**config.mk**
```make
export PLATFORM = sky130hd
export DESIGN_NAME = nvi_slave
export DESIGN_NICKNAME = d
export VERILOG_FILES = /design/src/core/nvi_fifo.sv /design/src/pkg/nvi_pkg.sv /design/src/core/nvi_slave.sv
export VERILOG_INCLUDE_DIRS = /design/src /design/src/pkg
export SDC_FILE = /design/constraint.sdc
export NUM_CORES = 1
export LEC_CHECK = 0
export BUFFER_PORTS_ARGS = -buffer_cell sky130_fd_sc_hd__buf_2
export CORE_MARGIN = 2
export CORE_UTILIZATION = 50
export DETAILED_ROUTE_END_ITERATION = 10
export PLACE_DENSITY = 0.7
export SYNTH_ARGS = -nofsm -noshare
export SYNTH_HDL_FRONTEND = slang
export SYNTH_SLANG_ARGS = --single-unit
export TNS_END_PERCENT = 10
```
**constraint.sdc**
```tcl
create_clock -name i_clk -period 4.4 [get_ports i_clk]
set_input_delay 0.88 -clock i_clk [delete_from_list [all_inputs] [get_ports i_clk]]
set_output_delay 0.88 -clock i_clk [all_outputs]
set_load 0.005 [all_outputs]
```
**src/pkg/nvi_consts.svh**
```systemverilog
// Constants for the two-wire nvSRAM slave front end
`ifndef NVI_CONSTS_SVH
`define NVI_CONSTS_SVH
`define NVI_FUNC_MEM    4'hA
`define NVI_FUNC_CTRL   4'h3
`define NVI_HS_CODE     5'h01
`define NVI_ADDR_W      16
`define NVI_FIFO_DEPTH  32
`define NVI_FIFO_AW     5
`endif

```
**src/core/nvi_fifo.sv**
```systemverilog
// Write buffer logic is kept beside the slave sequencer

```
**src/pkg/nvi_pkg.sv**
```systemverilog
// Types for the two-wire nvSRAM slave front end
package nvi_pkg;
    typedef enum logic [5:0] {
        ST_IDLE  = 6'b000001,
        ST_DEVAD = 6'b000010,
        ST_RXBYT = 6'b000100,
        ST_TXBYT = 6'b001000,
        ST_ACK   = 6'b010000,
        ST_MACK  = 6'b100000
    } nvi_state_e;
endpackage : nvi_pkg

```
**src/core/nvi_slave.sv**
```systemverilog
// Two-wire serial slave front end of a 32K x 8 nonvolatile SRAM
// Functional notes
// - Seven-bit slave addressing only
// - Address byte: seven bits then direction
// - Acknowledge matching address, then serve master
// - Receiver pulls data low on ninth clock
// - Write: address bytes then burst data
// - Address increments on eighth falling edge
// - Address wraps to zero past top
// - Acknowledge every write byte unless refused
// - Bare read uses current address
// - Random read: address then restart, no write
// - Master NACK ends read; release line
// - Start/stop: data edge while clock high
// - Data changes only while clock low
// - Repeated start abandons transfer, expects address
// - Bytes eight bits, MSB first, then ack
// - NACK writes to protected locations
// - Master code then NACK enters high speed; code sets it on the eighth master code bit, before the NACK
// - High speed kept over restart, stop exits
// - Upper nibble picks memory or control
// - 1010 memory, 0011 control registers
// - Low bits match select pins, variant-dependent
// - Two address bytes, high byte first
`timescale 1ns/100ps
`include "nvi_consts.svh"
module nvi_slave (
    input  wire logic        i_clk,
    input  wire logic        i_reset,
    input  wire logic        i_scl,
    input  wire logic        i_sda,
    output logic             o_sda_out,
    output logic             o_sda_oe,
    input  wire logic [2:0]  i_addr_select_pins,
    input  wire logic        i_two_pin_variant,
    input  wire logic        i_write_protect,
    output logic             o_hs_mode,
    output logic             o_busy,
    output logic [23:0]      o_wr_data,
    output logic             o_wr_valid,
    input  wire logic        i_wr_ready,
    output logic [15:0]      o_rd_addr,
    output logic             o_rd_req,
    input  wire logic [7:0]  i_rd_data
);
    logic [1:0]  scl_sync;
    logic [1:0]  sda_sync;
    logic [2:0]  sel_sync0;
    logic [2:0]  sel_sync1;
    logic [1:0]  wp_sync;
    logic [1:0]  var_sync;
    logic        scl_d;
    logic        sda_d;
    logic        scl_rise;
    logic        scl_fall;
    logic        start_det;
    logic        stop_det;
    nvi_pkg::nvi_state_e state;
    logic [3:0]  bit_cnt;
    logic [7:0]  shreg;
    logic        is_read;
    logic        func_ctrl;
    logic [1:0]  addr_phase;
    logic [15:0] cur_addr;
    logic        ack_drive;
    logic        refused;
    logic        sel_match;
    logic [7:0]  rx_byte;
    logic        in_ack;
    logic        fifo_ready;
    logic        fifo_valid;
    logic [23:0] fifo_data;

    // Two-flop synchronisers for the pins
    always_ff @(posedge i_clk or posedge i_reset) begin
        if (i_reset) begin
            scl_sync <= 2'h3;
            sda_sync <= 2'h3;
            sel_sync0 <= 3'h0;
            sel_sync1 <= 3'h0;
            wp_sync   <= 2'h0;
            var_sync  <= 2'h0;
        end else begin
            wp_sync   <= {wp_sync[0], i_write_protect};
            var_sync  <= {var_sync[0], i_two_pin_variant};
            scl_sync <= {scl_sync[0], i_scl};
            sda_sync <= {sda_sync[0], i_sda};
            sel_sync0 <= i_addr_select_pins;
            sel_sync1 <= sel_sync0;
        end
    end

    always_ff @(posedge i_clk or posedge i_reset) begin
        if (i_reset) begin
            scl_d <= 1'b1;
            sda_d <= 1'b1;
        end else begin
            scl_d <= scl_sync[1];
            sda_d <= sda_sync[1];
        end
    end

    assign scl_rise  = scl_sync[1] && !scl_d;
    assign scl_fall  = !scl_sync[1] && scl_d;
    // Data edges with clock high
    assign start_det = scl_sync[1] && scl_d && sda_d && !sda_sync[1];
    assign stop_det  = scl_sync[1] && scl_d && !sda_d && sda_sync[1];
    assign rx_byte   = {shreg[6:0], sda_sync[1]};

    // Device select compare, third bit ignored on two-pin variant
    assign sel_match = (shreg[3:2] == sel_sync1[2:1]) &&
                       (var_sync[1] ||
                        shreg[1] == sel_sync1[0]);
    assign in_ack = (state == nvi_pkg::ST_ACK) ||
                    (state == nvi_pkg::ST_MACK);

    // Bus busy flag, cleared only by stop
    always_ff @(posedge i_clk or posedge i_reset) begin
        if (i_reset) begin
            o_busy <= 1'b0;
        end else if (start_det) begin
            o_busy <= 1'b1;
        end else if (stop_det) begin
            o_busy <= 1'b0;
        end
    end

    // High speed mode tracking
    always_ff @(posedge i_clk or posedge i_reset) begin
        if (i_reset) begin
            o_hs_mode <= 1'b0;
        end else if (stop_det) begin
            o_hs_mode <= 1'b0;
        end else if (state == nvi_pkg::ST_DEVAD && bit_cnt == 4'h7 &&
                     scl_rise && rx_byte[7:3] == `NVI_HS_CODE) begin
            o_hs_mode <= 1'b1;
        end
    end

    // Main protocol sequencer
    always_ff @(posedge i_clk or posedge i_reset) begin
        if (i_reset) begin
            state      <= nvi_pkg::ST_IDLE;
            bit_cnt    <= 4'h0;
            shreg      <= 8'h00;
            is_read    <= 1'b0;
            func_ctrl  <= 1'b0;
            addr_phase <= 2'h0;
            cur_addr   <= 16'h0000;
            ack_drive  <= 1'b0;
            refused    <= 1'b0;
            o_wr_valid <= 1'b0;
            o_wr_data  <= 24'h000000;
            o_rd_req   <= 1'b0;
            o_rd_addr  <= 16'h0000;
        end else begin
            o_rd_req <= 1'b0;
            if (o_wr_valid && fifo_ready) begin
                o_wr_valid <= 1'b0;
            end
            if (start_det) begin
                state   <= nvi_pkg::ST_DEVAD;
                bit_cnt <= 4'h0;
                ack_drive <= 1'b0;
            end else if (stop_det) begin
                state     <= nvi_pkg::ST_IDLE;
                ack_drive <= 1'b0;
            end else begin
                unique case (state)
                    nvi_pkg::ST_IDLE: begin
                        ack_drive <= 1'b0;
                    end
                    nvi_pkg::ST_DEVAD, nvi_pkg::ST_RXBYT: begin
                        if (scl_rise) begin
                            shreg   <= rx_byte;
                            bit_cnt <= bit_cnt + 4'h1;
                        end
                        if (scl_fall && bit_cnt == 4'h8) begin
                            bit_cnt <= 4'h0;
                            state   <= nvi_pkg::ST_ACK;
                            if (state == nvi_pkg::ST_DEVAD) begin
                                // Only 7-bit select plus direction
                                if ((shreg[7:4] == `NVI_FUNC_MEM ||
                                     shreg[7:4] == `NVI_FUNC_CTRL) &&
                                    sel_match) begin
                                    ack_drive  <= 1'b1;
                                    is_read    <= shreg[0];
                                    func_ctrl  <= (shreg[7:4] ==
                                                   `NVI_FUNC_CTRL);
                                    addr_phase <= 2'h0;
                                    refused    <= 1'b0;
                                    if (shreg[0]) begin
                                        o_rd_addr <= cur_addr;
                                        o_rd_req  <= 1'b1;
                                    end
                                end else begin
                                    state <= nvi_pkg::ST_IDLE;
                                end
                            end else if (addr_phase == 2'h0) begin
                                cur_addr[15:8] <= shreg;
                                addr_phase     <= 2'h1;
                                ack_drive      <= 1'b1;
                            end else if (addr_phase == 2'h1) begin
                                cur_addr[7:0] <= shreg;
                                addr_phase    <= 2'h2;
                                ack_drive     <= 1'b1;
                            end else if (wp_sync[1] && !func_ctrl) begin
                                ack_drive <= 1'b0;
                                refused   <= 1'b1;
                            end else begin
                                ack_drive  <= 1'b1;
                                o_wr_data  <= {func_ctrl, cur_addr[14:0],
                                               shreg};
                                o_wr_valid <= 1'b1;
                                cur_addr   <= cur_addr + 16'h0001;
                            end
                        end
                    end
                    nvi_pkg::ST_ACK: begin
                        if (scl_fall) begin
                            ack_drive <= 1'b0;
                            if (refused) begin
                                state <= nvi_pkg::ST_IDLE;
                            end else if (is_read) begin
                                shreg   <= i_rd_data;
                                bit_cnt <= 4'h0;
                                state   <= nvi_pkg::ST_TXBYT;
                            end else begin
                                state <= nvi_pkg::ST_RXBYT;
                            end
                        end
                    end
                    nvi_pkg::ST_TXBYT: begin
                        if (scl_fall) begin
                            if (bit_cnt == 4'h7) begin
                                bit_cnt   <= 4'h0;
                                state     <= nvi_pkg::ST_MACK;
                                cur_addr  <= cur_addr + 16'h0001;
                                o_rd_addr <= cur_addr + 16'h0001;
                                o_rd_req  <= 1'b1;
                            end else begin
                                shreg   <= {shreg[6:0], 1'b0};
                                bit_cnt <= bit_cnt + 4'h1;
                            end
                        end
                    end
                    nvi_pkg::ST_MACK: begin
                        if (scl_rise) begin
                            shreg[0] <= sda_sync[1];
                        end
                        if (scl_fall) begin
                            if (shreg[0]) begin
                                state <= nvi_pkg::ST_IDLE;
                            end else begin
                                shreg <= i_rd_data;
                                state <= nvi_pkg::ST_TXBYT;
                            end
                        end
                    end
                    default: begin
                        state <= nvi_pkg::ST_IDLE;
                    end
                endcase
            end
        end
    end

    // Pin drive, changed only after a falling clock edge
    always_ff @(posedge i_clk or posedge i_reset) begin
        if (i_reset) begin
            o_sda_out <= 1'b0;
            o_sda_oe  <= 1'b0;
        end else begin
            o_sda_out <= 1'b0;
            if (state == nvi_pkg::ST_TXBYT && !in_ack) begin
                o_sda_oe <= !shreg[7];
            end else if (state == nvi_pkg::ST_ACK) begin
                o_sda_oe <= ack_drive;
            end else begin
                o_sda_oe <= 1'b0;
            end
        end
    end

    // Write stream buffer toward the memory array
    nvi_fifo #(
        .WIDTH (24),
        .DEPTH (`NVI_FIFO_DEPTH),
        .AW    (`NVI_FIFO_AW)
    ) u_fifo (
        .i_clk   (i_clk),
        .i_reset (i_reset),
        .i_data  (o_wr_data),
        .i_valid (o_wr_valid),
        .o_ready (fifo_ready),
        .o_data  (fifo_data),
        .o_valid (fifo_valid),
        .i_ready (i_wr_ready)
    );
endmodule : nvi_slave

// Parameterised valid/ready FIFO
module nvi_fifo #(
    parameter int WIDTH = 24,
    parameter int DEPTH = 32,
    parameter int AW    = 5
) (
    input  wire logic             i_clk,
    input  wire logic             i_reset,
    input  wire logic [WIDTH-1:0] i_data,
    input  wire logic             i_valid,
    output logic                  o_ready,
    output logic      [WIDTH-1:0] o_data,
    output logic                  o_valid,
    input  wire logic             i_ready
);
    logic [WIDTH-1:0] mem [DEPTH];
    logic [AW:0]      wr_ptr;
    logic [AW:0]      rd_ptr;
    logic             full;
    logic             empty;

    assign full    = (wr_ptr[AW] != rd_ptr[AW]) &&
                     (wr_ptr[AW-1:0] == rd_ptr[AW-1:0]);
    assign empty   = (wr_ptr == rd_ptr);
    assign o_ready = !full;
    assign o_valid = !empty;
    assign o_data  = mem[rd_ptr[AW-1:0]];

    always_ff @(posedge i_clk) begin
        if (i_valid && !full) begin
            mem[wr_ptr[AW-1:0]] <= i_data;
        end
    end

    always_ff @(posedge i_clk or posedge i_reset) begin
        if (i_reset) begin
            wr_ptr <= '0;
            rd_ptr <= '0;
        end else begin
            if (i_valid && !full) begin
                wr_ptr <= wr_ptr + 1'b1;
            end
            if (i_ready && !empty) begin
                rd_ptr <= rd_ptr + 1'b1;
            end
        end
    end
endmodule : nvi_fifo

```
Word level (Yosys, flattened, before mapping)
Cells that the tools add are included.
{ "classes": {"add_sub_neg": 4, "n_eq_ne": 51, "muxes": 91, "n_bitwise": 6, "reduce_logical": 52} }
{ "op_table": {"columns": ["operator", "count"], "rows": [
  ["2-to-1 mux 16 bit", 9],
  ["2-to-1 mux 8 bit", 12],
  ["one-hot mux 16 bit (2 select lines)", 2],
  ["2-to-1 mux 4 bit", 12],
  ["2-to-1 mux 6 bit", 7],
  ["2-to-1 mux 1 bit", 38],
  ["!= test 2 bit (second input constant)", 18],
  ["AND reduction 9 bit", 4],
  ["one-hot mux 8 bit (4 select lines)", 1],
  ["one-hot mux 6 bit (5 select lines)", 1],
  ["!= test 3 bit (second input constant)", 8],
  ["!= test 4 bit (second input constant)", 6],
  ["logical AND 1 bit", 18],
  ["AND reduction 6 bit", 3],
  ["adder 16 x 1 -> 16 bit (second input constant)", 1],
  ["AND reduction 8 bit", 2],
  ["adder 6 x 1 -> 6 bit (second input constant)", 2],
  ["one-hot mux 4 bit (3 select lines)", 1],
  ["AND reduction 11 bit", 1],
  ["2-to-1 mux 5 bit", 2],
  ["zero test 1 bit", 9],
  ["equality test 4 bit (second input constant)", 2],
  ["2-to-1 mux 2 bit", 4],
  ["nonzero test 2 bit", 4],
  ["29 further kinds", 37]
]} }
{ "totals": {"regBits": 113, "in_bits": 18, "output_inout_bits": 46, "elab_cells": 232} }

Longest topological paths before layout
Gate-level depths: netlist (run 1).
{ "depth": {"ltp_word": 13, "mapped_depth": 9, "mapped_depth_nobuf": 7} }

By module
Synthesis (run 1) repeated with hierarchy kept, for this count alone.
{ "hier_totals": {"hier_cells": 1861, "area_unflattened_um2": 35058.6} }
{ "by_module_without_submodules": {"columns": ["module", "n_inst", "cells_each", "area_per_inst_um2", "seq_area_each_um2"], "rows": [
  ["nvi_fifo", 1, 1365, 29798.6, 23362.4],
  ["nvi_slave", 1, 496, 5260.0, 2536.2]
]} }

Worst setup path before layout (run 1)
Ideal clock, no wire load.
{ "synth_timing": {"path_type": "register to register", "startpoint": "reg scl_d", "endpoint": "reg o_rd_addr[0]", "setup_ps": 125, "arrival_time_ps": 2249, "t_required_ps": 4275, "path_slack_ps": 2026, "stages_incl_launch_ff": 8, "n_path_buf": 2, "period_less_slack_ps": 2374, "path_cell_list": "dfstp_2 nor2b_1 buf_4 nand3_4 or3_4 a211oi_4 buf_8 mux2_4"} }
{ "synth_between": {"elab_chain_len": 5, "elab_cells_between_ends": 12, "cone_classes": "eq/ne (2); bitwise (2); reduce/logical (8)"} }
{ "synth_lines": {"columns": ["element", "line", "rtl"], "rows": [
  ["from (decl)", "nvi_slave.sv:52", "logic scl_d;"],
  ["from (signal assigned)", "nvi_slave.sv:98", "scl_d <= scl_sync[1];"],
  ["branches (longest 4 deep; another with != test 2 bit)", null, null],
  ["AND reduction 9 bit (no source line) *", null, null],
  ["to (signal assigned)", "nvi_slave.sv:193", "o_rd_addr <= cur_addr;"],
  ["to (signal assigned)", "nvi_slave.sv:239", "o_rd_addr <= cur_addr + 16'h0001;"],
  ["to (decl)", "nvi_slave.sv:42", "output logic [15:0] o_rd_addr,"]
]} }
Mark *: on every way between the ends.
A chain may end at the register's enable or synchronous reset.

Worst setup path after layout (run 1)
{ "layout_timing": {"startpoint": "reg state[5]", "endpoint": "reg cur_addr[13]"} }
{ "layout_between": {"elab_chain_len": 4, "elab_cells_between_ends": 13, "cone_classes": "eq/ne (9); mux (1); reduce/logical (3)"} }
{ "layout_lines": {"columns": ["element", "line", "rtl"], "rows": [
  ["from (decl)", "nvi_slave.sv:58", "nvi_pkg::nvi_state_e state;"],
  ["from (signal assigned)", "nvi_slave.sv:143", "state <= nvi_pkg::ST_IDLE;"],
  ["from (signal assigned)", "nvi_slave.sv:162", "state <= nvi_pkg::ST_DEVAD;"],
  ["from (signal assigned)", "nvi_slave.sv:166", "state <= nvi_pkg::ST_IDLE;"],
  ["equality test 6 x 2 -> 1 bit or equality test 6 x 3 -> 1 bit (tied branches)", "nvi_slave.sv:169, nvi_slave.sv:181", null],
  ["OR reduction 2 bit", "nvi_slave.sv:169", "unique case (state)"],
  ["!= test 3 bit (no source line) (tied with other cells)", null, null],
  ["AND reduction 9 bit (no source line)", null, null],
  ["to (signal assigned)", "nvi_slave.sv:200", "cur_addr[15:8] <= shreg;"],
  ["to (signal assigned)", "nvi_slave.sv:215", "cur_addr <= cur_addr + 16'h0001;"],
  ["to (signal assigned)", "nvi_slave.sv:238", "cur_addr <= cur_addr + 16'h0001;"],
  ["to (decl)", "nvi_slave.sv:64", "logic [15:0] cur_addr;"]
]} }
Several ways; a longest one is shown, not always the timed one.

==> results.yml, run 1 <==
timing:
  rsz0062_at_grt: "false"
  skew_ps: 8.56
  timing.fmax_ghz: 0.343
  worst_pin_slew_ps: 1100
  final_max_slew_viol_count: 0
  post-route-period-util: 0.662
  setup_viol: 0
  finalHoldViolCount: 0
  setup_tns_ps: 0
  slew_headroom: 0.263
  final.min_clock_period_ps: 2910
synth:
  synth_cell_types: 80
  synth-edff-count: 0
  synth-seq-cells: 113
  postSynth.topFlopCell: "dfrtp_1"
  netlist_area_sq_um: 5970
  syn-mean-instance-area_sq_um: 10.7
  syn_nets: 579
  netlist_instances: 556
  ys_seq_area_frac: 0.475
  synth_warnings: 0
  ys_async_sr_fraction: 1.00
power:
  p_leak_nw: 3.18
  power_density_nw_per_um2: 525
  peakVddDrop_uv: 241
  power_w: 0.00363
floorplan:
  dieArea_sq_um: 12800
  die_w_um: 113
  num_rows: 39
  initial_utilization: 0.518
  core_area_sq_um: 11500
  die_h_um: 113
  pin_count: 64
placed_design:
  port_buffers: 62
  hpwlAfterDp_um: 10200
  routabilityCongestion: 0.900
drt:
  wl_per_cell_um: 18.9
  drt-total-wl_um: 14500
  dr_wl_met3_um: 920
  drt_iter0_markers: 355
  detail-route-antenna-nets: 0
  met1Wirelength_um: 6610
  drtPass1Iterations: 7
  viasPerCell: 6.05
  vias: 4643
  routed-wl-met2_um: 6600
  routed.top_layer: "met4"
  drc: 7
critical_path:
  required_ps: 4700
  cp_data_arrival_time_ps: 3210
  reg2regPathDepth: 5
  crit_fanout: 16
  end_kind: "register"
  path_class: "reg -> reg"
  critPathLaunchType: "register"
  r2r_slack_ps: 1490
cells_and_area:
  layout.nets: 636
  drive_gt1_frac: 0.278
  final_cell_mix: "106 x dfrtp_1, 62 x buf_2, 42 x mux2_2"
  area_growth_pct: 15.8
  final_common_cell: "dfrtp_1"
  multi_input_area_sq_um: 2920
  antenna_cells: 0
  regArea_sq_um: 2840
  fill_cells: 960
hold_path:
  whs_path_depth: 0
  min_path_type: "reg -> reg"
grt:
  grt_pass1_wl_um: 23900
  grt_max_degree: 49
  track_usage: 0.239
  grt_pass1_vias: 4584
  antenna_found_initial: 0
  grt_overflow: 0
status:
  status: "finished, violations left"
  violations: "DRC"
clocking:
  cts_root_buf: "clkbuf_16"
  cts_hold_buf: 0
  cts_buffer_depth: 2
  clkLatencyLatePin_ps: 420
  htreeDepth: 4
  cts_sinks: 113
  cts_tree: "done"
  cts_resized: 0
  postCtsSetupBuffers: 0
  clkTransAtPathRegs_ps: 50
  cts_buffers: 17
run:
  cap_viol_max_count: 0
==> cell usage after synthesis, types with 6 or more instances <==
cell type	number	area, sq um
mux2_4	10	150
nand4_1	10	62.6
xor2_1	14	123
a22o_1	7	61.3
o21ai_0	25	125
nor3_1	21	105
o31ai_1	7	52.6
mux2_2	42	473
nor4_1	7	43.8
a21oi_1	13	65.1
clkbuf_1	9	33.8
xnor2_1	25	219
nor2_1	34	128
nand3_1	20	100
o22a_1	7	61.3
buf_2	7	35.0
inv_1	15	56.3
a31oi_1	12	75.1
dfrtp_1	106	2650
nand2b_1	6	37.5
buf_4	6	45.0
nor2b_1	7	43.8
dfstp_2	7	184
o211ai_1	6	45.0
nand2_1	39	146
==> metrics by stage <==
step	util	hold slack [ps]	instances	setup slack, ps	cell area (sq um)
floorplan	-	331	556	544	5970
global placement	0.550	336	737	1570	6340
detailed placement	0.550	336	737	1560	6340
CTS	0.600	348	768	1530	6910
global route	0.600	356	768	1290	6910
finish	0.600	346	768	1490	6910
==> power breakdown <==
part	total, W	internal [W]	switching, W	leakage [nW]
registers	0.00149	0.00121	0.000279	1.47
logic	0.000815	0.000403	0.000411	1.43
clock network	0.00132	0.000853	0.000468	0.275
==> area by class of cell <==
class                           count  area share
Sequential cell                   113       0.410
Inverter                           15     0.00851
Multi-Input combinational cell    399       0.422
Tap cell                          143      0.0259
Clock buffer                       21      0.0666
Clock inverter                     10      0.0161
Timing Repair Buffer               67      0.0503
==> state kept, by name (all words and copies together) (netlist names), 3 cells and up <==
name / cells
o_wr_data: 24
cur_addr: 16
o_rd_addr: 16
shreg: 8
state: 6
u_fifo.rd_ptr: 6
u_fifo.wr_ptr: 6
bit_cnt: 4
sel_sync0: 3
sel_sync1: 3
==> final timing paths <==
path / from / endpoint
worst max-delay path: state[5] / cur_addr[13]
worst min-delay path: sel_sync0[2] / sel_sync1[2]
worst max register to register: state[5] / cur_addr[13]
worst min register to register: sel_sync0[2] / sel_sync1[2]
max in group asynchronous: i_reset / cur_addr[3]
min in group asynchronous: i_reset / o_busy
==> worst max-delay path: stages, from the launching register on <==
cell and delay (ps):
dfrtp_1 470, nor2_1 470, nand2_2 410, a21boi_1 680, nand3_1 430, o22a_1 330
==> kinds of logic (layout without fill, tap and decap cells) <==
kind of cell / after synthesis / after routing / share of synthesized area
multiplexers: 58 / 58 / 0.115
other: 1 / 1 / 0.000628
adder cells (fa/ha/maj): 5 / 5 / 0.0105
AO/OA/AOI/OAI: 112 / 112 / 0.132
XOR/XNOR: 39 / 39 / 0.0572
AND/OR/NAND/NOR: 184 / 184 / 0.173
buffers and inverters: 44 / 113 / 0.0363
flip-flops: 113 / 113 / 0.475
==> layer usage <==
layer	GRT usage	vias up
met5	0	-
met4	0.111	0
met3	0.0605	30
met2	0.354	194
met1	0.330	2260
li1	-	2159
No activity file was read; power rests on OpenSTA's default activity.
==> run 2: changes to the inputs <==
==> constraint.sdc (replaced) <==
create_clock -name i_clk -period 2.7 [get_ports i_clk]
set_input_delay 0.54 -clock i_clk [delete_from_list [all_inputs] [get_ports i_clk]]
set_output_delay 0.54 -clock i_clk [all_outputs]
set_load 0.005 [all_outputs]
==> results.yml, run 2 (synthesis results as in run 1) <==
cells_and_area:
  antenna_cells: 0
  fill_cells: 983
  design_area_sq_um: 7140
  area_growth_pct: 19.6
  final_common_cell: "dfrtp_1"
  drive_gt1_frac: 0.304
  top_regs: "o_wr_data: 24 flops, cur_addr: 16 flops, o_rd_addr: 16 flops"
  largest_register_ffs: 24
  final_cell_mix: "106 x dfrtp_1, 62 x buf_2, 42 x mux2_2"
  layout.nets: 655
  regMostFlops: "o_wr_data"
drt:
  drt_iter0_markers: 319
  drc: 8
  wl_per_cell_um: 18.8
  detail-route-antenna-nets: 0
  viasPerCell: 6.07
  vias: 4784
  drtPass1Iterations: 10
  drt-total-wl_um: 14800
status:
  violations: "DRC"
  status: "finished, violations left"
timing:
  final_max_slew_viol_count: 0
  timing.fmax_ghz: 0.392
  rsz0062_at_grt: "false"
  timing.final.ws_setup_ps: 151
  worst_pin_slew_ps: 877
  holdWs_ps: 227
  setup_viol: 0
  skew_ps: 8.32
  slew_headroom: 0.413
  setup_tns_ps: 0
  final.min_clock_period_ps: 2550
  post-route-period-util: 0.944
  finalHoldViolCount: 0
critical_path:
  cp_data_arrival_time_ps: 2840
  critPathBufInv: 0
  worstPathCellList: "or2b_1 -> o211ai_1 -> o21ai_1 -> nor3_2 -> mux2_2"
  crit_family: "compound AO/OA/AOI/OAI gates"
  end_kind: "register"
  critPathLaunchType: "register"
  required_ps: 2990
  slowest_delay_ps: 600
  path_class: "reg -> reg"
  crit_fanout: 10
  slowest_stage: "dfstp_2"
clocking:
  clkTransAtPathRegs_ps: 60
  cts_sinks: 113
  clkLatencyLatePin_ps: 410
  cts_buffer_depth: 2
  cts_buffers: 17
  htreeDepth: 4
  cts_root_buf: "clkbuf_16"
  cts_tree: "done"
  postCtsSetupBuffers: 0
floorplan:
  die_w_um: 113
  pin_count: 64
  initial_utilization: 0.518
  dieArea_sq_um: 12800
  die_h_um: 113
  core_area_sq_um: 11500
  num_rows: 39
placed_design:
  place_area_sq_um: 6530
  port_buffers: 62
  dpl_worst_slack_ps: 196
  routabilityCongestion: 0.896
  hpwlAfterDp_um: 10500
power:
  p_leak_nw: 3.29
  power_density_nw_per_um2: 855
  peakVddDrop_uv: 617
grt:
  antenna_found_initial: 0
  grt_pass1_wl_um: 24500
  grt_overflow: 0
  track_usage: 0.243
  grt_pass1_vias: 4812
  grt_max_degree: 42
run:
  cap_viol_max_count: 0
hold_path:
  min_path_type: "in -> reg"
==> run 2: changes by cell type in the layout (fill, tap and decap cells not counted), sizes merged <==
cell,before,now
buf,67,86
clkinvlp,3,5
bufinv,2,3
clkbuf,21,19
==> run 2: repair_timing <==
| action | in CTS | in global routing |
|---|---|---|
| hold buffers | 0 | 0 |
| setup endpoints to repair | 0 | 1 |
| resized for setup | 0 | 1 |
==> run 2: metrics by stage <==
step                      power [W]   util  instances
final                       0.00610  0.620        788
after global placement      0.00378  0.567        756
after global routing        0.00642  0.620        788
after CTS                   0.00612  0.620        788
after detailed placement    0.00383  0.567        756
after floorplan             0.00339      -        556
==> run 2: path summary, 6_finish.rpt <==
path	from	end	slack [ps]	depth (start not counted)
setup reg to reg	scl_d	cur_addr[1]	150	5
min in group asynchronous	i_reset	sel_sync1[1]	260	2
setup / recovery	scl_d	cur_addr[1]	150	5
hold / removal	i_scl	scl_sync[0]	230	1
hold reg to reg	sel_sync0[0]	sel_sync1[0]	340	0
max in group asynchronous	i_reset	state[0]	1730	3
==> run 2: worst register-to-register path, delay by kind of cell (launching register included) <==
family / cells / cell delay (ps)
AOI/OAI and AO/OA: 2 / 850
DFF: 1 / 600
muxes: 1 / 360
and+or+nand+nor: 2 / 630
==> run 2: cell type report <==
cell class / count / area, sq um / area share
clock buffer: 19 / 443 / 0.0621
tap: 143 / 179 / 0.0251
multi-input combinational: 399 / 2920 / 0.409
inverter: 15 / 60.1 / 0.00841
timing repair buffer: 86 / 541 / 0.0757
clock inverter: 13 / 161 / 0.0226
sequential: 113 / 2840 / 0.397
==> run 2: where the power goes <==
| group | switching [W] | leakage [nW] | internal (W) |
|---|---|---|---|
| sequential | 0.000420 | 1.47 | 0.00197 |
| clock | 0.000798 | 0.285 | 0.00147 |
| combinational | 0.000729 | 1.53 | 0.000709 |
==> run 2: metal layers <==
layer	global-route usage	part of all wire	wire length [um]
met5	0	0	0
met4	0.0935	0.027	407
met3	0.0541	0.059	877
met2	0.383	0.46	6790
met1	0.329	0.46	6760
